`src/dpsct_pkg.sv`:
```
// constants, timing counts and state type for the dual-port sram host port
`default_nettype none
package dpsct_pkg;

  // ***************************************************************
  // widths
  // ***************************************************************
  localparam int ADDR_W = 19;
  localparam int DATA_W = 36;
  localparam int LANE_W = 4;
  localparam int CNT_W  = 8;

  // semaphore value groups on the data pins
  localparam int SEM_GRP0_LSB = 0;
  localparam int SEM_GRP0_MSB = 8;
  localparam int SEM_GRP1_LSB = 18;
  localparam int SEM_GRP1_MSB = 26;
  localparam int SEM_VAL_BIT  = 0;

  // ***************************************************************
  // clock and pin timing, slowest speed grade, in ns
  // ***************************************************************
  localparam int CLK_PERIOD_NS = 4;

  localparam int T_AA_NS   = 15;
  localparam int T_ACE_NS  = 15;
  localparam int T_ABE_NS  = 7;
  localparam int T_AOE_NS  = 7;
  localparam int T_HZ_NS   = 8;
  localparam int T_WC_NS   = 15;
  localparam int T_EW_NS   = 12;
  localparam int T_WP_NS   = 12;
  localparam int T_WZ_NS   = 8;
  localparam int T_SWRD_NS = 5;
  localparam int T_DDD_NS  = 20;
  localparam int DATA_VALID_TO_END_TIME_NS   = 10;
  localparam int WRITE_HOLD_AFTER_INHIBIT_NS = 12;

  function automatic int max2(input int a, input int b);
    max2 = (a > b) ? a : b;
  endfunction : max2

  // least time, rounded up, never below one cycle
  function automatic int cyc_min(input int t_ns);
    int c;
    c = (t_ns + CLK_PERIOD_NS - 1) / CLK_PERIOD_NS;
    cyc_min = (c < 1) ? 1 : c;
  endfunction : cyc_min

  localparam logic [CNT_W-1:0] C_RD_ACCESS = CNT_W'(cyc_min(
    max2(max2(T_AA_NS, T_ACE_NS), max2(T_ABE_NS, T_AOE_NS))));
  localparam logic [CNT_W-1:0] C_BUS_OFF   = CNT_W'(cyc_min(T_HZ_NS));
  localparam logic [CNT_W-1:0] C_WR_PULSE  = CNT_W'(cyc_min(
    max2(max2(T_WP_NS, T_EW_NS),
         T_WZ_NS + DATA_VALID_TO_END_TIME_NS)));
  localparam logic [CNT_W-1:0] C_WR_STREAM = CNT_W'(cyc_min(
    max2(T_WC_NS, DATA_VALID_TO_END_TIME_NS)));
  localparam logic [CNT_W-1:0] C_SEM_GAP   = CNT_W'(cyc_min(T_SWRD_NS));
  localparam logic [CNT_W-1:0] C_INH_HOLD  = CNT_W'(cyc_min(
    WRITE_HOLD_AFTER_INHIBIT_NS));
  localparam logic [CNT_W-1:0] C_XPORT     = CNT_W'(cyc_min(T_DDD_NS));

  typedef enum logic [2:0] {
    ST_IDLE,
    ST_RD_ADDR,
    ST_RD_WAIT,
    ST_WR_ADDR,
    ST_WR_PULSE,
    ST_WR_END
  } dpsct_state_t;

endpackage : dpsct_pkg
`default_nettype wire

```
`src/dpsct_host_port.sv`:
```
// host side controller for one port of an asynchronous dual-port sram
`default_nettype none
`timescale 1ns/1ps
// Contract
// - array or semaphore select held through write
// - a control high while address changes
// - never drive while device still drives
// - write pulse covers turnoff plus setup
// - streaming writes keep enables low
// - streaming address stable one write cycle
// - setup and recovery only at turnarounds; code adds an address and end cycle to every non-streamed write
// - address bits change together, low skew
// - address edges fast enough
// - inhibit asserted before write starts
// - write held after inhibit release
module dpsct_host_port (
  input  wire logic                        ref_clk_i,
  input  wire logic                        rst_i,
  // user request side
  input  wire logic                        req_valid_i,
  output logic                             req_ready_o,
  input  wire logic                        req_write_i,
  input  wire logic                        req_sem_i,
  input  wire logic                        req_stream_i,
  input  wire logic [dpsct_pkg::ADDR_W-1:0] req_addr_i,
  input  wire logic [dpsct_pkg::DATA_W-1:0] req_wdata_i,
  input  wire logic [dpsct_pkg::LANE_W-1:0] req_lane_en_i,
  input  wire logic                        inhibit_i,
  output logic                             resp_valid_o,
  output logic [dpsct_pkg::DATA_W-1:0]     resp_rdata_o,
  output logic                             resp_sem_o,
  output logic                             resp_sem_agree_o,
  // sram pins
  output logic [dpsct_pkg::ADDR_W-1:0]     addr_o,
  output logic                             select_low_active_n_o,
  output logic                             select_high_active_o,
  output logic                             rw_o,
  output logic                             output_enable_n_o,
  output logic [dpsct_pkg::LANE_W-1:0]     byte_lane_enable_n_o,
  output logic                             semaphore_select_n_o,
  output logic                             write_inhibit_n_o,
  input  wire logic [dpsct_pkg::DATA_W-1:0] dq_i,
  output logic [dpsct_pkg::DATA_W-1:0]     dq_o,
  output logic                             dq_oe_o
);

  // ***************************************************************
  // state and registers
  // ***************************************************************
  dpsct_pkg::dpsct_state_t state_q;
  dpsct_pkg::dpsct_state_t state_d;

  logic                             sem_q;
  logic                             stream_q;
  logic [dpsct_pkg::LANE_W-1:0]     lane_q;
  logic [dpsct_pkg::ADDR_W-1:0]     addr_q;
  logic [dpsct_pkg::DATA_W-1:0]     wdata_q;
  logic                             ce_act_q;
  logic                             sem_act_q;
  logic                             oe_act_q;
  logic                             lane_act_q;
  logic                             wr_act_q;
  logic                             dq_oe_q;
  logic                             busy_n_q;
  logic                             resp_valid_q;
  logic [dpsct_pkg::DATA_W-1:0]     rdata_q;
  logic                             rsem_q;
  logic                             ragree_q;

  // ***************************************************************
  // timers
  // ***************************************************************
  logic                         ph_load;
  logic [dpsct_pkg::CNT_W-1:0]  ph_count;
  logic                         ph_done;
  logic                         gap_load;
  logic [dpsct_pkg::CNT_W-1:0]  gap_count;
  logic                         gap_done;
  logic                         hold_done;

  dpsct_timer u_phase (
    .ref_clk_i (ref_clk_i),
    .rst_i     (rst_i),
    .load_i    (ph_load),
    .count_i   (ph_count),
    .done_o    (ph_done)
  );

  // bus turnaround and semaphore write-to-read gap
  dpsct_timer u_gap (
    .ref_clk_i (ref_clk_i),
    .rst_i     (rst_i),
    .load_i    (gap_load),
    .count_i   (gap_count),
    .done_o    (gap_done)
  );

  // reloads while inhibit is low, runs out after release
  dpsct_timer u_hold (
    .ref_clk_i (ref_clk_i),
    .rst_i     (rst_i),
    .load_i    (~busy_n_q),
    .count_i   (dpsct_pkg::C_INH_HOLD),
    .done_o    (hold_done)
  );

  // ***************************************************************
  // decode
  // ***************************************************************
  wire in_idle    = (state_q == dpsct_pkg::ST_IDLE);
  wire in_rd_addr = (state_q == dpsct_pkg::ST_RD_ADDR);
  wire in_rd_wait = (state_q == dpsct_pkg::ST_RD_WAIT);
  wire in_wr_addr = (state_q == dpsct_pkg::ST_WR_ADDR);
  wire in_pulse   = (state_q == dpsct_pkg::ST_WR_PULSE);
  wire in_wr_end  = (state_q == dpsct_pkg::ST_WR_END);

  wire idle_take  = in_idle & req_valid_i;
  // pulse may close only when long enough and clear of inhibit hold
  wire pulse_end  = in_pulse & ph_done & hold_done & busy_n_q;
  // another array write chained without raising the enables
  wire stream_go  = pulse_end & stream_q & ~sem_q & req_valid_i &
                    req_write_i & ~req_sem_i;
  wire take       = idle_take | stream_go;
  // semaphore reads wait out the write-to-read gap, writes the bus off
  wire rd_start   = in_rd_addr & (gap_done | ~sem_q);
  wire wr_start   = in_wr_addr & gap_done;
  wire rd_sample  = in_rd_wait & ph_done;

  // inhibit may only newly assert outside a write pulse
  wire busy_n_d   = inhibit_i ? (busy_n_q & in_pulse) : 1'b1;

  wire [dpsct_pkg::SEM_GRP1_MSB-dpsct_pkg::SEM_GRP1_LSB:0] sem_g1 =
    dq_i[dpsct_pkg::SEM_GRP1_MSB:dpsct_pkg::SEM_GRP1_LSB];
  wire [dpsct_pkg::SEM_GRP0_MSB-dpsct_pkg::SEM_GRP0_LSB:0] sem_g0 =
    dq_i[dpsct_pkg::SEM_GRP0_MSB:dpsct_pkg::SEM_GRP0_LSB];
  wire sem_agree  = (&{sem_g1, sem_g0}) | ~(|{sem_g1, sem_g0});

  assign req_ready_o = in_idle | stream_go;

  // ***************************************************************
  // timer loads
  // ***************************************************************
  assign ph_load  = rd_start | wr_start | stream_go;
  assign ph_count = rd_start  ? dpsct_pkg::C_RD_ACCESS :
                    stream_go ? dpsct_pkg::C_WR_STREAM :
                                dpsct_pkg::C_WR_PULSE;

  assign gap_load  = rd_sample | in_wr_end;
  assign gap_count = rd_sample ? dpsct_pkg::C_BUS_OFF :
                                 dpsct_pkg::C_SEM_GAP;

  // ***************************************************************
  // next state
  // ***************************************************************
  always_comb begin
    state_d = state_q;
    case (state_q)
      dpsct_pkg::ST_IDLE: begin
        if (req_valid_i) begin
          state_d = req_write_i ? dpsct_pkg::ST_WR_ADDR
                                : dpsct_pkg::ST_RD_ADDR;
        end
      end
      dpsct_pkg::ST_RD_ADDR: begin
        if (rd_start) begin
          state_d = dpsct_pkg::ST_RD_WAIT;
        end
      end
      dpsct_pkg::ST_RD_WAIT: begin
        if (rd_sample) begin
          state_d = dpsct_pkg::ST_IDLE;
        end
      end
      dpsct_pkg::ST_WR_ADDR: begin
        if (wr_start) begin
          state_d = dpsct_pkg::ST_WR_PULSE;
        end
      end
      dpsct_pkg::ST_WR_PULSE: begin
        if (pulse_end && !stream_go) begin
          state_d = dpsct_pkg::ST_WR_END;
        end
      end
      dpsct_pkg::ST_WR_END: begin
        state_d = dpsct_pkg::ST_IDLE;
      end
      default: begin
        state_d = dpsct_pkg::ST_IDLE;
      end
    endcase
  end

  // ***************************************************************
  // request capture
  // ***************************************************************
  always_ff @(posedge ref_clk_i or posedge rst_i) begin
    if (rst_i) begin
      sem_q    <= 1'b0;
      stream_q <= 1'b0;
      lane_q   <= '0;
      addr_q   <= '0;
      wdata_q  <= '0;
    end else if (take) begin
      sem_q    <= req_sem_i;
      stream_q <= req_stream_i;
      lane_q   <= req_lane_en_i;
      // all address bits from one flop bank on one edge
      addr_q   <= req_addr_i;
      wdata_q  <= req_wdata_i;
    end
  end

  // ***************************************************************
  // pin controls
  // ***************************************************************
  always_ff @(posedge ref_clk_i or posedge rst_i) begin
    if (rst_i) begin
      ce_act_q   <= 1'b0;
      sem_act_q  <= 1'b0;
      oe_act_q   <= 1'b0;
      lane_act_q <= 1'b0;
      wr_act_q   <= 1'b0;
    end else if (rd_start) begin
      // all read enables on the same edge
      ce_act_q   <= ~sem_q;
      sem_act_q  <= sem_q;
      oe_act_q   <= 1'b1;
      lane_act_q <= 1'b1;
    end else if (wr_start) begin
      // select and write strobe fall together: device stays off
      ce_act_q   <= ~sem_q;
      sem_act_q  <= sem_q;
      lane_act_q <= 1'b1;
      wr_act_q   <= 1'b1;
    end else if (rd_sample || (pulse_end && !stream_go)) begin
      // outside a streamed run, address only moves after this, with the controls high
      ce_act_q   <= 1'b0;
      sem_act_q  <= 1'b0;
      oe_act_q   <= 1'b0;
      lane_act_q <= 1'b0;
      wr_act_q   <= 1'b0;
    end
  end

  // write data; held one cycle past the write strobe rise
  always_ff @(posedge ref_clk_i or posedge rst_i) begin
    if (rst_i) begin
      dq_oe_q <= 1'b0;
    end else if (wr_start) begin
      dq_oe_q <= 1'b1;
    end else if (in_wr_end) begin
      dq_oe_q <= 1'b0;
    end
  end

  always_ff @(posedge ref_clk_i or posedge rst_i) begin
    if (rst_i) begin
      busy_n_q <= 1'b1;
    end else begin
      busy_n_q <= busy_n_d;
    end
  end

  // ***************************************************************
  // read response
  // ***************************************************************
  always_ff @(posedge ref_clk_i or posedge rst_i) begin
    if (rst_i) begin
      resp_valid_q <= 1'b0;
      rdata_q      <= '0;
      rsem_q       <= 1'b0;
      ragree_q     <= 1'b0;
    end else begin
      resp_valid_q <= rd_sample;
      if (rd_sample) begin
        rdata_q  <= dq_i;
        rsem_q   <= dq_i[dpsct_pkg::SEM_VAL_BIT];
        ragree_q <= sem_agree;
      end
    end
  end

  // ***************************************************************
  // state register and outputs
  // ***************************************************************
  always_ff @(posedge ref_clk_i or posedge rst_i) begin
    if (rst_i) begin
      state_q <= dpsct_pkg::ST_IDLE;
    end else begin
      state_q <= state_d;
    end
  end

  assign addr_o                = addr_q;
  assign select_low_active_n_o = ~ce_act_q;
  assign select_high_active_o  = ce_act_q;
  // strobe low through a streamed run, data pins stay driven
  assign rw_o                  = ~wr_act_q;
  // output enable never low during writes
  assign output_enable_n_o     = ~oe_act_q;
  assign byte_lane_enable_n_o  = ~(lane_q & {dpsct_pkg::LANE_W{lane_act_q}});
  assign semaphore_select_n_o  = ~sem_act_q;
  assign write_inhibit_n_o     = busy_n_q;
  assign dq_o                  = wdata_q;
  assign dq_oe_o               = dq_oe_q;
  assign resp_valid_o          = resp_valid_q;
  assign resp_rdata_o          = rdata_q;
  assign resp_sem_o            = rsem_q;
  assign resp_sem_agree_o      = ragree_q;

endmodule : dpsct_host_port
`default_nettype wire

```
`src/dpsct_timer.sv`:
```
// down counter giving a done level a loaded number of cycles later
`default_nettype none
`timescale 1ns/1ps
module dpsct_timer (
  input  wire logic                       ref_clk_i,
  input  wire logic                       rst_i,
  input  wire logic                       load_i,
  input  wire logic [dpsct_pkg::CNT_W-1:0] count_i,
  output logic                            done_o
);

  logic [dpsct_pkg::CNT_W-1:0] cnt_q;
  logic [dpsct_pkg::CNT_W-1:0] cnt_d;

  assign cnt_d  = load_i ? count_i :
                  (done_o ? cnt_q : cnt_q - dpsct_pkg::CNT_W'(1));
  assign done_o = (cnt_q == '0);

  always_ff @(posedge ref_clk_i or posedge rst_i) begin
    if (rst_i) begin
      cnt_q <= '0;
    end else begin
      cnt_q <= cnt_d;
    end
  end

endmodule : dpsct_timer
`default_nettype wire

```
`config.mk`:
```
export PLATFORM = sky130hd
export DESIGN_NAME = dpsct_host_port
export DESIGN_NICKNAME = d
export VERILOG_FILES = /design/src/dpsct_pkg.sv /design/src/dpsct_host_port.sv /design/src/dpsct_timer.sv
export SDC_FILE = /design/constraint.sdc
export NUM_CORES = 1
export LEC_CHECK = 0
export ABC_CLOCK_PERIOD_IN_PS = 7000
export BUFFER_PORTS_ARGS = -buffer_cell sky130_fd_sc_hd__buf_2
export CAP_MARGIN = 10
export CORE_MARGIN = 2
export CORE_UTILIZATION = 55
export DETAILED_ROUTE_END_ITERATION = 10
export PLACE_DENSITY_LB_ADDON = 0.25
export SYNTH_ARGS = -nofsm -noshare
export SYNTH_HDL_FRONTEND = slang
export SYNTH_HIERARCHICAL = 1
export SYNTH_SLANG_ARGS = --single-unit
export TNS_END_PERCENT = 20
```
`constraint.sdc`:
```
create_clock -name ref_clk_i -period 7 [get_ports ref_clk_i]
set_input_delay 0.7 -clock ref_clk_i [delete_from_list [all_inputs] [get_ports ref_clk_i]]
set_output_delay 0.7 -clock ref_clk_i [all_outputs]
set_load 0.01 [all_outputs]
```
# [After elaboration in Yosys (flattened, before gate mapping)]
# Index checks and enable logic that the tools add are counted.
[classes] bitwise_logic=30 reduce_logical=16 order_cmp=0 n_addsub=3 multipliers=0 n_mux=27 n_shift=0 div_mod_pow=0 eq_ne=14
[ops] cell="two-way mux 8 bit" count=6
[ops] cell="zero test 8 bit" count=3
[ops] cell="subtractor 8 x 1 -> 8 bit, second input constant" count=3
[ops] cell="AND reduction 18 bit" count=1
[ops] cell="OR reduction 18 bit" count=1
[ops] cell="two-way mux 3 bit" count=5
[ops] cell="case mux 3 bit (5 select lines)" count=1
[ops] cell="two-way mux 1 bit" count=14
[ops] cell="bitwise AND 1 bit" count=13
[ops] cell="!= test 2 x 1 -> 1 bit, second input constant" count=6
[ops] cell="inverter 1 bit" count=8
[ops] cell="bitwise OR 1 bit" count=7
[ops] cell="== test 3 x 2 -> 1 bit, second input constant" count=2
[ops] cell="== test 3 bit, second input constant" count=2
[ops] cell="!= test 2 bit, second input constant" count=3
[ops] cell="nonzero test 2 bit" count=3
[ops] cell="AND reduction 5 bit" count=1
[ops] cell="bitwise AND 4 bit" count=1
[ops] cell="inverter 4 bit" count=1
[ops] cell="AND reduction 2 bit" count=2
[ops] cell="== test 3 x 1 -> 1 bit, second input constant" count=1
[ops] cell="zero test 3 bit" count=1
[ops] cell="nonzero test 3 bit" count=1
[ops] cell="two-way mux 2 bit" count=1
[ops] cell="other kinds (3)" count=3
[totals] romBits=0 ramBits=0 mem_count=0 latchBits=0 inputBits=102 out_inout_bits=106 elab_cells=110 reg_bits=134

# [Depth between registers and ports, before layout]
# Gate-level depths: netlist (run 1).
[logic_depth] depth_word=15 mapped_depth=12 mapped_depth_nobuf=10

# [Modules after synthesis]
# Netlist (run 1), hierarchy kept.
[by_module_without_submodules] module="dpsct_host_port" seq_area_each_um2=2728.9 cells_each=289 area_per_inst_um2=4599.4 instances=1
[by_module_without_submodules] module="dpsct_timer" seq_area_each_um2=200.2 cells_each=63 area_per_inst_um2=526.8 instances=3

# [Worst setup path after synthesis (run 1)]
# OpenSTA, ideal clock, no wires.
[synth_path] path_kind="register to register" start="register u_phase/cnt_q[0] (netlist bit)" end="register u_gap/cnt_q[4] (netlist bit)" setup_slack_ps=4071 period_less_slack_ps=2929 stages_incl_launch_ff=13 setup_time_ps=77 t_arrival_ps=2851 n_path_buf=4 required_time_ps=6923 path_cell_list="dfrtp_1 inv_1 ha_1 or3b_1 buf_2 nor2_1 nor4bb_1 buf_2 o21bai_1 clkbuf_1 clkbuf_1 a21oi_1 a21oi_1"
[synth_via] elab_chain_len=4 word_cells_on_any_way=5 classes_between="eq/ne (1); mux (1); bitwise (2); reduce/logical (1)"
[synth_rtl] element="start, declared" line="dpsct_timer.sv:12" rtl="logic [dpsct_pkg::CNT_W-1:0] cnt_q;"
[synth_rtl] element="start signal, assigned" line="dpsct_timer.sv:23" rtl="cnt_q <= cnt_d;"
[synth_rtl] element="zero test 8 bit *" line="dpsct_timer.sv:17" rtl="assign done_o = (cnt_q == '0);"
[synth_rtl] element="net ph_done" line="dpsct_host_port.sv:75" rtl="logic ph_done;"
[synth_rtl] element="bitwise AND 1 bit *" line="dpsct_host_port.sv:127" rtl="wire rd_sample = in_rd_wait & ph_done;"
[synth_rtl] element="net rd_sample" line="dpsct_host_port.sv:127"
[synth_rtl] element="bitwise OR 1 bit *" line="dpsct_host_port.sv:148" rtl="assign gap_load = rd_sample | in_wr_end;"
[synth_rtl] element="net gap_load" line="dpsct_host_port.sv:76" rtl="logic gap_load;"
[synth_rtl] element="!= test 2 x 1 -> 1 bit (no line) / two-way mux 8 bit (equally long branches)"
[synth_rtl] element="end signal, assigned" line="dpsct_timer.sv:23"
[synth_rtl] element="end, declared" line="dpsct_timer.sv:12"
# The timed path passes the listed nets; every way through them passes the cells marked *.
# A chain may end at the register's enable or synchronous reset.

# [Worst setup path after layout (run 1)]
[layout_path] start="register u_phase/cnt_q[0] (netlist bit)" end="output port req_ready_o"
[layout_via] elab_chain_len=10
[layout_rtl] element="zero test 8 bit" line="dpsct_timer.sv:17"
[layout_rtl] element="net ph_done" line="dpsct_host_port.sv:75"
[layout_rtl] element="bitwise AND 1 bit (3 in series)" line="dpsct_host_port.sv:119" rtl="wire pulse_end = in_pulse & ph_done & hold_done & busy_n_q;"
[layout_rtl] element="bitwise AND 1 bit (4 in series)" line="dpsct_host_port.sv:121" rtl="wire stream_go = pulse_end & stream_q & ~sem_q & req_valid_i &"
[layout_rtl] element="bitwise AND 1 bit" line="dpsct_host_port.sv:122" rtl="req_write_i & ~req_sem_i;"
[layout_rtl] element="bitwise OR 1 bit" line="dpsct_host_port.sv:138" rtl="assign req_ready_o = in_idle | stream_go;"
[layout_rtl] element="end, declared" line="dpsct_host_port.sv:21" rtl="output logic req_ready_o,"
# The timed path passes the listed nets, and every way through them passes these cells.

==> metrics.txt, run 1 <==
status=finished clean; CP required=6.30 ns; CP max stage cell=or3b_1; maximum vdd drop=0.267 mV; Clock Sinks=133; Clk network pwr share=25.2%; Rows=38; DRC viols=0; CTS HTree Levels=4; largest fanout on the critical path=6; area leader, netlist=dfrtp_1; total wire length=14.9 mm; Routability Congestion=0.829; Slew HR=24.8%; PwrDens=422 nW/µm²; fin crit period=3.41 ns; CTS tree=built; DR vias=4544; Final period util=48.7%; vias in the first global route=4700; grt total ovfl=0; Worst-Margin Slew=1.13 ns; kind of critical path=reg -> out; Clock Latency Late Sink=0.52 ns; DP Wirelength=10.5 mm; delay-heaviest family, CP=simple AND/OR/NAND/NOR gates; first-pass GRT wire length=23.0 mm; largest net degree at the start of global routing=83; diode count=0; FF+latch count, synth=133; CP arrival=2.71 ns; Starting Density=56.8%; FMAX=0.293 GHz; die height=110 µm; setup TNS=0 ns; Critical Path Source Type=flop; vias per inst=5.30; Crit path largest cell delay=0.46 ns; total CTS buffers=17; skew final=0.0114 ns; sequential area share after synthesis=53.9%; Seq pwr share=38.9%; Synth area leaders=dfrtp_1 (53%), mux2_4 (15%), mux2_2 (6.9%); synthesized instance count=478; Finished Layout Cells=857; Psw=1.09 mW; clk root buf=clkbuf_8; GRT Overall Usage=25.3%; Worst Setup End Kind=output port; Yosys cell types=45; Inst Count DP=826; synth warn=6; # resized after CTS=0; Max Cap Viol=0; proportion of layout cells with a drive suffix above 1=49.2%; Slew Limit Fails=0; first-pass iteration count of the detailed router=4; Final ANT Viol Nets=0; final hold violation count=0; Core ar.=10900 µm²; antenna violations before repair=0; final setup vio count=0; post-layout power=3.35 mW; Mean Syn Cell Area=12.9 µm²; area share of the largest cell type after synthesis=53.5%; Post-synth ARST share=100%; DR WL/cell=17.4 µm; Worst Path Buf+Inv=2; Hold Path Class=in -> async; Post-CTS Repair Setup Buffers=0; logic gate share of total power=35.9%; Worst-path clk slew=0.06 ns; Int Power=2.25 mW; Filler Cell Count=760; RSZ-0062 raised after global routing=no; critical path cell sequence=inv_1, ha_1, or3b_1, nor2_1, nand2_1, nor4_4, or2_2, buf_2; DIE AREA=12100 µm²; Area Growth Syn to Fin=28.3%; chip width=110 µm; # hold bufs at CTS=0; drt first-iter violations=260; Max Buffers Root-to-Sink=2; Lkg Pwr=4.21 nW; # IOs=208; # port buffers=207; EDFF count, synth=0; Final #Nets=811; Netlist Area Pre-Place=6180 µm²; switch share=32.7%; top_reg_cell synth=dfrtp_1
stage by stage:
stage | worst slack (ns) | utilization [%] | instance area (µm²) | hold WS (ns)
after global placement | 3.91 | 67.6 | 7360 | 0.484
after floorplan | 3.43 | - | 6260 | 0.466
after CTS | 3.55 | 72.7 | 7920 | 0.176
final | 3.59 | 72.8 | 7930 | 0.196
after global routing | 3.39 | 72.8 | 7930 | 0.214
after detailed placement | 3.75 | 67.6 | 7360 | 0.490
logic make-up (layout without fill, tap and decap cells):
| kind of cell | Yosys count | after routing | share of synthesized area, % |
|---|---|---|---|
| AOI/OAI and AO/OA | 58 | 58 | 6.68 |
| adders and majority gates | 3 | 3 | 0.607 |
| buffers and inverters | 49 | 267 | 4.07 |
| DFF | 133 | 133 | 53.9 |
| muxes | 103 | 103 | 22.5 |
| other | 2 | 23 | 0.122 |
| and+or+nand+nor | 130 | 130 | 12.1 |
cells in the final DEF, fill, tap and decap left out, drive strengths merged, types with 2 or more instances in the layout:
cell	netlist	final
a211o	6	6
o21bai	2	2
a21boi	3	3
ha	3	3
dfrtp	132	132
o21ai	10	10
clkinvlp	0	2
o31a	3	3
nor3	13	13
nand3	7	7
nor2	22	22
nor3b	3	3
clkbuf	6	21
nor4	11	11
or4	5	5
or3	3	3
o31ai	6	6
o41ai	3	3
buf	17	211
or2	2	2
bufinv	0	2
clkinv	0	5
mux2	98	98
inv	26	26
nand2	28	28
or3b	3	3
nand2b	5	5
nand4b	4	4
a21oi	16	16
nor2b	14	14
mux2i	4	4
conb	2	23
nand4	8	8
o22ai	6	6
state kept, by name, summed over array words and instances (netlist names), 3 cells and up:
name and cells:
dq_o 36, resp_rdata_o 36, addr_o 19, u_gap/cnt_q 8
u_hold/cnt_q 8, u_phase/cnt_q 8, lane_q 4, state_q 3
cell usage after synthesis (4+ instances only):
| cell type | instances |
|---|---|
| inv_1 | 26 |
| buf_6 | 7 |
| nand3_1 | 7 |
| nor4_1 | 7 |
| mux2i_1 | 4 |
| clkbuf_1 | 6 |
| o21ai_1 | 6 |
| o22ai_1 | 6 |
| a211o_1 | 6 |
| mux2_4 | 60 |
| nand2b_1 | 5 |
| o31ai_1 | 6 |
| mux2_2 | 38 |
| or4_1 | 5 |
| a21oi_1 | 16 |
| buf_2 | 9 |
| nand2_1 | 28 |
| dfrtp_1 | 132 |
| nand4b_1 | 4 |
| nand4_1 | 8 |
| nor2b_1 | 14 |
| nor3_1 | 13 |
| nor2_1 | 22 |
worst paths after layout:
check / slack (ns) / startpoint / endpoint / depth (start not counted)
min in group ref_clk_i: 0.32 / inhibit_i / write_inhibit_n_o / 2
worst min register to register: 0.50 / resp_rdata_o[14] / resp_rdata_o[14] / 1
worst max register to register: 3.87 / u_phase/cnt_q[0] / u_gap/cnt_q[7] / 11
worst max-delay path: 3.59 / u_phase/cnt_q[0] / req_ready_o / 8
worst min-delay path: 0.20 / rst_i / u_gap/cnt_q[5] / 2
max in group asynchronous: 5.45 / rst_i / resp_rdata_o[10] / 3
layer usage:
metal	part of all wire, %	vias to the layer above	GRT usage [%]
li1	-	2145	-
met1	40	2211	29.2
met2	52	166	43.4
met3	6.2	22	8.17
met4	2.2	0	10.4
met5	0	-	0
final cells by class:
cell class              count  area (µm²)  area share [%]
clock buffers              21         459            5.79
clock inverters             9         104            1.31
repair buffers            211        1070            13.4
flip-flops and latches    133        3330            42.0
multi-input cells         317        2690            34.0
well taps                 140         175            2.21
inverters                  26         100            1.26
power by group through the flow:
stage / combinational [mW] / sequential [mW] / clock (mW)
floorplan: 0.714 / 1.37 / 0
global route: 1.31 / 1.35 / 0.895
finish: 1.20 / 1.30 / 0.843
detailed placement: 1.20 / 1.30 / 0
global placement: 1.16 / 1.29 / 0
CTS: 1.21 / 1.30 / 0.864
(Power assumes the default switching activity.)
==> inputs of run 2 (changes only) <==
ABC_CLOCK_PERIOD_IN_PS = 2800   (was 7000)
CORE_UTILIZATION = 46   (was 55)
clock period = 2.8 ns   (was 7 ns; I/O delays follow)
==> run 2 against run 1 <==
Against the previous run:
- clock skew decreased by 0.00086 ns
- sequential share of layout area decreased by 1.3 points
- design area increased by 3.3%
- routed wire length decreased by 1.0%
- count of clock-buffer cells in the layout increased by 1
- die area increased by 19%
- core utilization decreased by 11 points
- setup slack got worse by 3.5 ns
- non-clock buffer count increased by 18
- power increased to 2.5 times the previous value
- critical path type is now reg -> reg
- critical endpoint is now addr_o[5]
- largest cell class unchanged
- highest routed layer unchanged
==> metrics.txt, run 2 (synthesized netlist as in run 1, its figures left out) <==
Final period util=95.7%; PwrDens=1040 nW/µm² (was 422 nW/µm²); grt total ovfl=0 (unchanged); Clk network pwr share=25.4% (was 25.2%); clk root buf=clkbuf_16 (was clkbuf_8); DRC viols=0 (unchanged); Slew Limit Fails=0 (unchanged); Final #Nets=829 (was 811); Max Cap Viol=0 (unchanged); Place WS=0.0932 ns (was 3.75 ns); Hold Path Class=in -> reg (was in -> async); r2r endpoint=addr_o[5] (was u_gap/cnt_q[7]); total CTS buffers=17 (unchanged); largest fanout on the critical path=23 (was 6); logic gate share of total power=36.3% (was 35.9%); final setup vio count=0 (unchanged); R2R Path Start=u_phase/cnt_q[0] (unchanged); first-pass iteration count of the detailed router=4 (unchanged); Final ANT Viol Nets=0 (unchanged); Routability Congestion=0.827 (was 0.829); CTS HTree Levels=4 (unchanged); first-pass GRT wire length=24.0 mm (was 23.0 mm); diode count=0 (unchanged); critical hold path startpoint=req_wdata_i[3]; FMAX=0.373 GHz; RSZ-0062 raised after global routing=no (unchanged); DR WL/cell=16.2 µm (was 17.4 µm); drt first-iter violations=226 (was 260); proportion of layout cells with a drive suffix above 1=49.9% (was 49.2%); DIE AREA=14400 µm² (was 12100 µm²); Psw=2.69 mW (was 1.09 mW); Seq pwr share=38.3% (was 38.9%); final hold violation count=0 (unchanged); antenna violations before repair=0 (unchanged); CP required=3.09 ns (was 6.30 ns); # port buffers=207 (unchanged); vias per inst=5.08 (was 5.30); chip width=120 µm (was 110 µm); die height=120 µm (was 110 µm); total wire length=14.7 mm (was 14.9 mm); skew final=0.0106 ns (was 0.0114 ns); switch share=31.8% (was 32.7%); Setup WS post-layout=0.121 ns (was 3.59 ns); Hold EP=dq_o[3]; Filler Cell Count=1028 (was 760); reg2reg path depth=10 (was 11); Starting Density=46.9% (was 56.8%); commonest non-fill, non-tap cell in the layout=buf_2 (unchanged); DR vias=4622 (was 4544); Max Buffers Root-to-Sink=2 (unchanged); kind of critical path=reg -> reg (was reg -> out); Worst-path clk slew=0.05 ns (was 0.06 ns); CTS tree=built (unchanged); worst reg2reg setup slack=0.12 ns (was 3.87 ns); fin crit period=2.68 ns; Worst Setup End Kind=flop (was output port); setup TNS=0 ns (unchanged); Int Power=5.78 mW (was 2.25 mW); Worst-Margin Slew=0.802 ns (was 1.13 ns); status=finished clean (unchanged); Slew HR=46.4% (was 24.8%); Hold Path Depth=2; vias in the first global route=4809 (was 4700); # IOs=208 (unchanged); GRT Overall Usage=21.4% (was 25.3%); Core ar.=13200 µm² (was 10900 µm²); Critical Path Source Type=flop (unchanged); Clock Sinks=133 (unchanged); largest net degree at the start of global routing=54 (was 83); Rows=42 (was 38); Lkg Pwr=4.31 nW (was 4.21 nW); Clock Latency Late Sink=0.41 ns (was 0.52 ns); CP arrival=2.97 ns (was 2.71 ns); maximum vdd drop=0.555 mV (was 0.267 mV); DP Wirelength=10.9 mm (was 10.5 mm); most frequent cells in the layout=buf_2 (207), dfrtp_1 (132), mux2_4 (60) (unchanged); Area Growth Syn to Fin=32.5% (was 28.3%)
## run 2: changes by cell type in the layout (fill, tap and decap cells not counted), moves of 2 or more
cell,before,now
buf_12,0,5
nor2_1,22,20
buf_4,4,14
clkbuf_8,4,1
clkbuf_1,1,4
dlygate4sd3_1,0,2
## run 2: per-stage QoR
step | cell area (µm²) | total power, mW | std cells | util (%) | hold WS (ns)
6_report | 8190 | 8.47 | 909 | 62.1 | 0.0984
5_1_grt | 8190 | 8.98 | 909 | 62.1 | 0.0777
2_1_floorplan | 6260 | 5.20 | 499 | - | 0.0957
3_3_place_gp | 7580 | 6.21 | 877 | 57.4 | 0.307
3_5_place_dp | 7580 | 6.34 | 877 | 57.4 | 0.319
4_1_cts | 8170 | 8.55 | 909 | 62.0 | 0.0784
## run 2: power by group through the flow
| stage | combinational [mW] | clock (mW) | sequential, mW |
|---|---|---|---|
| 3_3_place_gp | 2.98 | 0 | 3.23 |
| 4_1_cts | 3.10 | 2.20 | 3.25 |
| 2_1_floorplan | 1.78 | 0 | 3.42 |
| 5_1_grt | 3.35 | 2.28 | 3.35 |
| 3_5_place_dp | 3.09 | 0 | 3.26 |
| 6_report | 3.08 | 2.15 | 3.25 |
## run 2: how the worst max path moves through the flow
| stage | startpoint | to | slack (ns) | cells past startpoint |
|---|---|---|---|---|
| 2_1_floorplan | u_phase/cnt_q[0] | u_gap/cnt_q[4] | -0.13 | 12 |
| 3_3_place_gp | u_phase/cnt_q[0] | dq_o[27] | 0.24 | 9 |
| 3_5_place_dp | u_phase/cnt_q[0] | addr_o[8] | 0.09 | 9 |
| 4_1_cts | u_phase/cnt_q[0] | req_ready_o | 0.08 | 8 |
| 5_1_grt | u_phase/cnt_q[0] | dq_o[28] | 0.003 | 10 |
| 6_report | u_phase/cnt_q[0] | addr_o[5] | 0.12 | 10 |
## run 2: what timing repair did
action / in CTS / in global routing
buffers inserted: 2 / 0
resized for setup: 1 / 3
endpoints found under the hold margin: 25 / 0
pin swaps: 1 / 0
hold buffers: 2 / 0
gates cloned: 0 / 0
endpoints found under the setup margin: 1 / 60
## run 2: layout make-up
class | instances | area [µm²] | share of cell area (%)
inverters | 26 | 101 | 1.24
multi-input cells | 317 | 2700 | 33.0
clock inverters | 6 | 105 | 1.28
well taps | 176 | 220 | 2.69
clock buffers | 22 | 454 | 5.55
repair buffers | 229 | 1270 | 15.5
flip-flops and latches | 133 | 3330 | 40.7
## run 2: critical path: stages, from the launching register on
cell and delay (ns):
dfrtp_1 0.42, inv_1 0.11, ha_1 0.21, or3b_1 0.43
nor2_4 0.18, nand2_1 0.12, nor4_4 0.23, buf_4 0.17
o21ai_4 0.14, buf_12 0.23, mux2_4 0.31
## run 2: per-layer routing
layer	global-route usage, %	wire length (µm)
met1	25.8	6100
met2	35.2	7430
met3	7.27	854
met4	8.97	350
met5	0	0
==> inputs of run 3 (changes only) <==
CORE_MARGIN = unset   (was 2)
CORE_UTILIZATION = 45   (was 46)
GPL_TIMING_DRIVEN = 0   (was unset)
==> run 3 against run 2 <==
Against the previous run:
- register-to-register slack better by 0.06 ns
- count of clock-buffer cells in the layout is 4 lower
- combinational power is 1% higher
- via count is 0.22% higher
- die area is 1.2% lower
- sequential share of layout area is 0.33 points lower
- cell count is 1.4% higher
- sequential power hardly changed
- design area is 0.83% higher
- routed wire length is 0.36% higher
==> metrics.txt, run 3 (synthesized netlist as in run 1, its figures left out) <==
Hold Path Class=in -> reg (unchanged); Slew HR=58.3% (was 46.4%); critical path cell sequence=inv_1, ha_2, or3b_1, buf_2, nor2_4, nand2_2, nor4_4, or2_4, buf_2 (was inv_1, ha_1, or3b_1, nor2_4, nand2_1, nor4_4, buf_4, o21ai_4, buf_12, mux2_4); Final period util=95.3% (was 95.7%); FMAX=0.375 GHz (was 0.373 GHz); DIE AREA=14200 µm² (was 14400 µm²); vias in the first global route=4872 (was 4809); Worst-Margin Slew=0.624 ns (was 0.802 ns); drt first-iter violations=178 (was 226); Routability Congestion=0.825 (was 0.827); vias per inst=5.02 (was 5.08); total wire length=14.8 mm (was 14.7 mm); Min Hold Slack=0.0217 ns (was 0.0984 ns); Starting Density=46.5% (was 46.9%); # port buffers=207 (unchanged); diode count=0 (unchanged); Crit path largest cell delay=0.42 ns (was 0.43 ns); Core ar.=13300 µm² (was 13200 µm²); Lkg Pwr=4.36 nW (was 4.31 nW); commonest non-fill, non-tap cell in the layout=buf_2 (unchanged); delay-heaviest family, CP=simple AND/OR/NAND/NOR gates (unchanged); Slew Limit Fails=0 (unchanged); antenna violations before repair=0 (unchanged); Max Buffers Root-to-Sink=2 (unchanged); kind of critical path=reg -> out (was reg -> reg); die height=119 µm (was 120 µm); first-pass GRT wire length=23.9 mm (was 24.0 mm); most frequent cells in the layout=buf_2 (215), dfrtp_1 (132), mux2_4 (60) (was buf_2 (207), dfrtp_1 (132), mux2_4 (60)); register area=3330 µm² (unchanged); Worst-path clk slew=0.06 ns (was 0.05 ns); CP required=2.52 ns (was 3.09 ns); PwrDens=1030 nW/µm² (was 1040 nW/µm²); largest fanout on the critical path=6 (was 23); chip width=119 µm (was 120 µm); DRC viols=0 (unchanged); DP Wirelength=11.0 mm (was 10.9 mm); total CTS buffers=17 (unchanged); maximum vdd drop=0.673 mV (was 0.555 mV); Final #Nets=839 (was 829); cell count along the critical path=9 (was 10); DR WL/cell=16.0 µm (was 16.2 µm); post-layout power=8.49 mW (was 8.47 mW); RSZ-0062 raised after global routing=no (unchanged); GRT Overall Usage=21.6% (was 21.4%); Filler Cell Count=1051 (was 1028); Rows=42 (unchanged); Clock Sinks=133 (unchanged); clk root buf=clkbuf_16 (unchanged); Worst Setup End Kind=output port (was flop); Worst Path Buf+Inv=3 (unchanged); Critical Path Source Type=flop (unchanged); CP arrival=2.39 ns (was 2.97 ns); DR vias=4632 (was 4622); cell mode on critical path=buf_2; final setup vio count=0 (unchanged); final hold violation count=0 (unchanged); first-pass iteration count of the detailed router=4 (unchanged); grt total ovfl=0 (unchanged); Hold Path Depth=2 (unchanged); CP max stage cell=dfrtp_1 (was or3b_1); largest net degree at the start of global routing=44 (was 54); proportion of layout cells with a drive suffix above 1=51.9% (was 49.9%); Clock Latency Late Sink=0.41 ns (about the same); status=finished clean (unchanged); fin crit period=2.67 ns (was 2.68 ns); Area Growth Syn to Fin=33.5% (was 32.5%); Final ANT Viol Nets=0 (unchanged); CTS tree=built (unchanged); reg2reg path depth=11 (was 10); Place WS=-0.945 ns (was 0.0932 ns); Max Cap Viol=0 (unchanged); area of the multi-input gates=2720 µm² (was 2700 µm²); # IOs=208 (unchanged); skew final=0.00550 ns (was 0.0106 ns); Setup WS post-layout=0.131 ns (was 0.121 ns); CTS HTree Levels=4 (unchanged)
run 3: cell count changes in the layout (fill, tap and decap cells not counted), moves of 3 or more:
cell,before,now
buf_12,5,2
buf_2,207,215
buf_4,14,8
buf_6,1,8
clkinv_4,0,4
run 3: worst paths after layout:
check	to	slack (ns)	start
worst min-delay path	write_inhibit_n_o	0.02	inhibit_i
worst min register to register	resp_rdata_o[21]	0.50	resp_rdata_o[21]
worst max-delay path	req_ready_o	0.13	u_phase/cnt_q[1]
max in group asynchronous	addr_o[18]	1.38	rst_i
worst max register to register	dq_o[5]	0.18	u_phase/cnt_q[1]
min in group asynchronous	u_phase/cnt_q[3]	0.43	rst_i
run 3: final cells by class:
cell class / count / area share (%)
Buffer: 22 / 2.00
Clock buffer: 18 / 5.32
Clock inverter: 13 / 1.64
Inverter: 26 / 1.23
Multi-Input combinational cell: 317 / 33.0
Sequential cell: 133 / 40.3
Tap cell: 176 / 2.67
Timing Repair Buffer: 217 / 13.8
run 3: per-layer routing:
metal | vias to the layer above | part of all wire (%) | track usage [%]
li1 | 2191 | - | -
met1 | 2256 | 41 | 25.8
met2 | 163 | 51 | 36.9
met5 | - | 0 | 0
met3 | 22 | 6.2 | 6.80
met4 | 0 | 1.7 | 6.80
run 3: through the flow:
step / std cells / utilization [%] / cell area, µm² / setup TNS [ns]
global placement: 882 / 56.6 / 7520 / -15.55
global route: 922 / 62.1 / 8250 / 0
finish: 922 / 62.1 / 8250 / 0
CTS: 918 / 61.7 / 8200 / 0
floorplan: 499 / - / 6260 / -0.430
detailed placement: 884 / 56.9 / 7560 / -17.68
run 3: power by group:
group	total [mW]	leakage (nW)	internal (mW)	switching, mW
sequential	3.23	1.69	2.68	0.544
clock	2.15	0.281	1.32	0.825
combinational	3.12	2.39	1.71	1.41
run 3: what timing repair did:
item                                    CTS  global route
resized for setup                        13             8
hold endpoints to repair                 25             0
endpoints found under the setup margin   69            73
buffers inserted                          3             4
pin swaps                                 3             3
hold buffers                              1             0
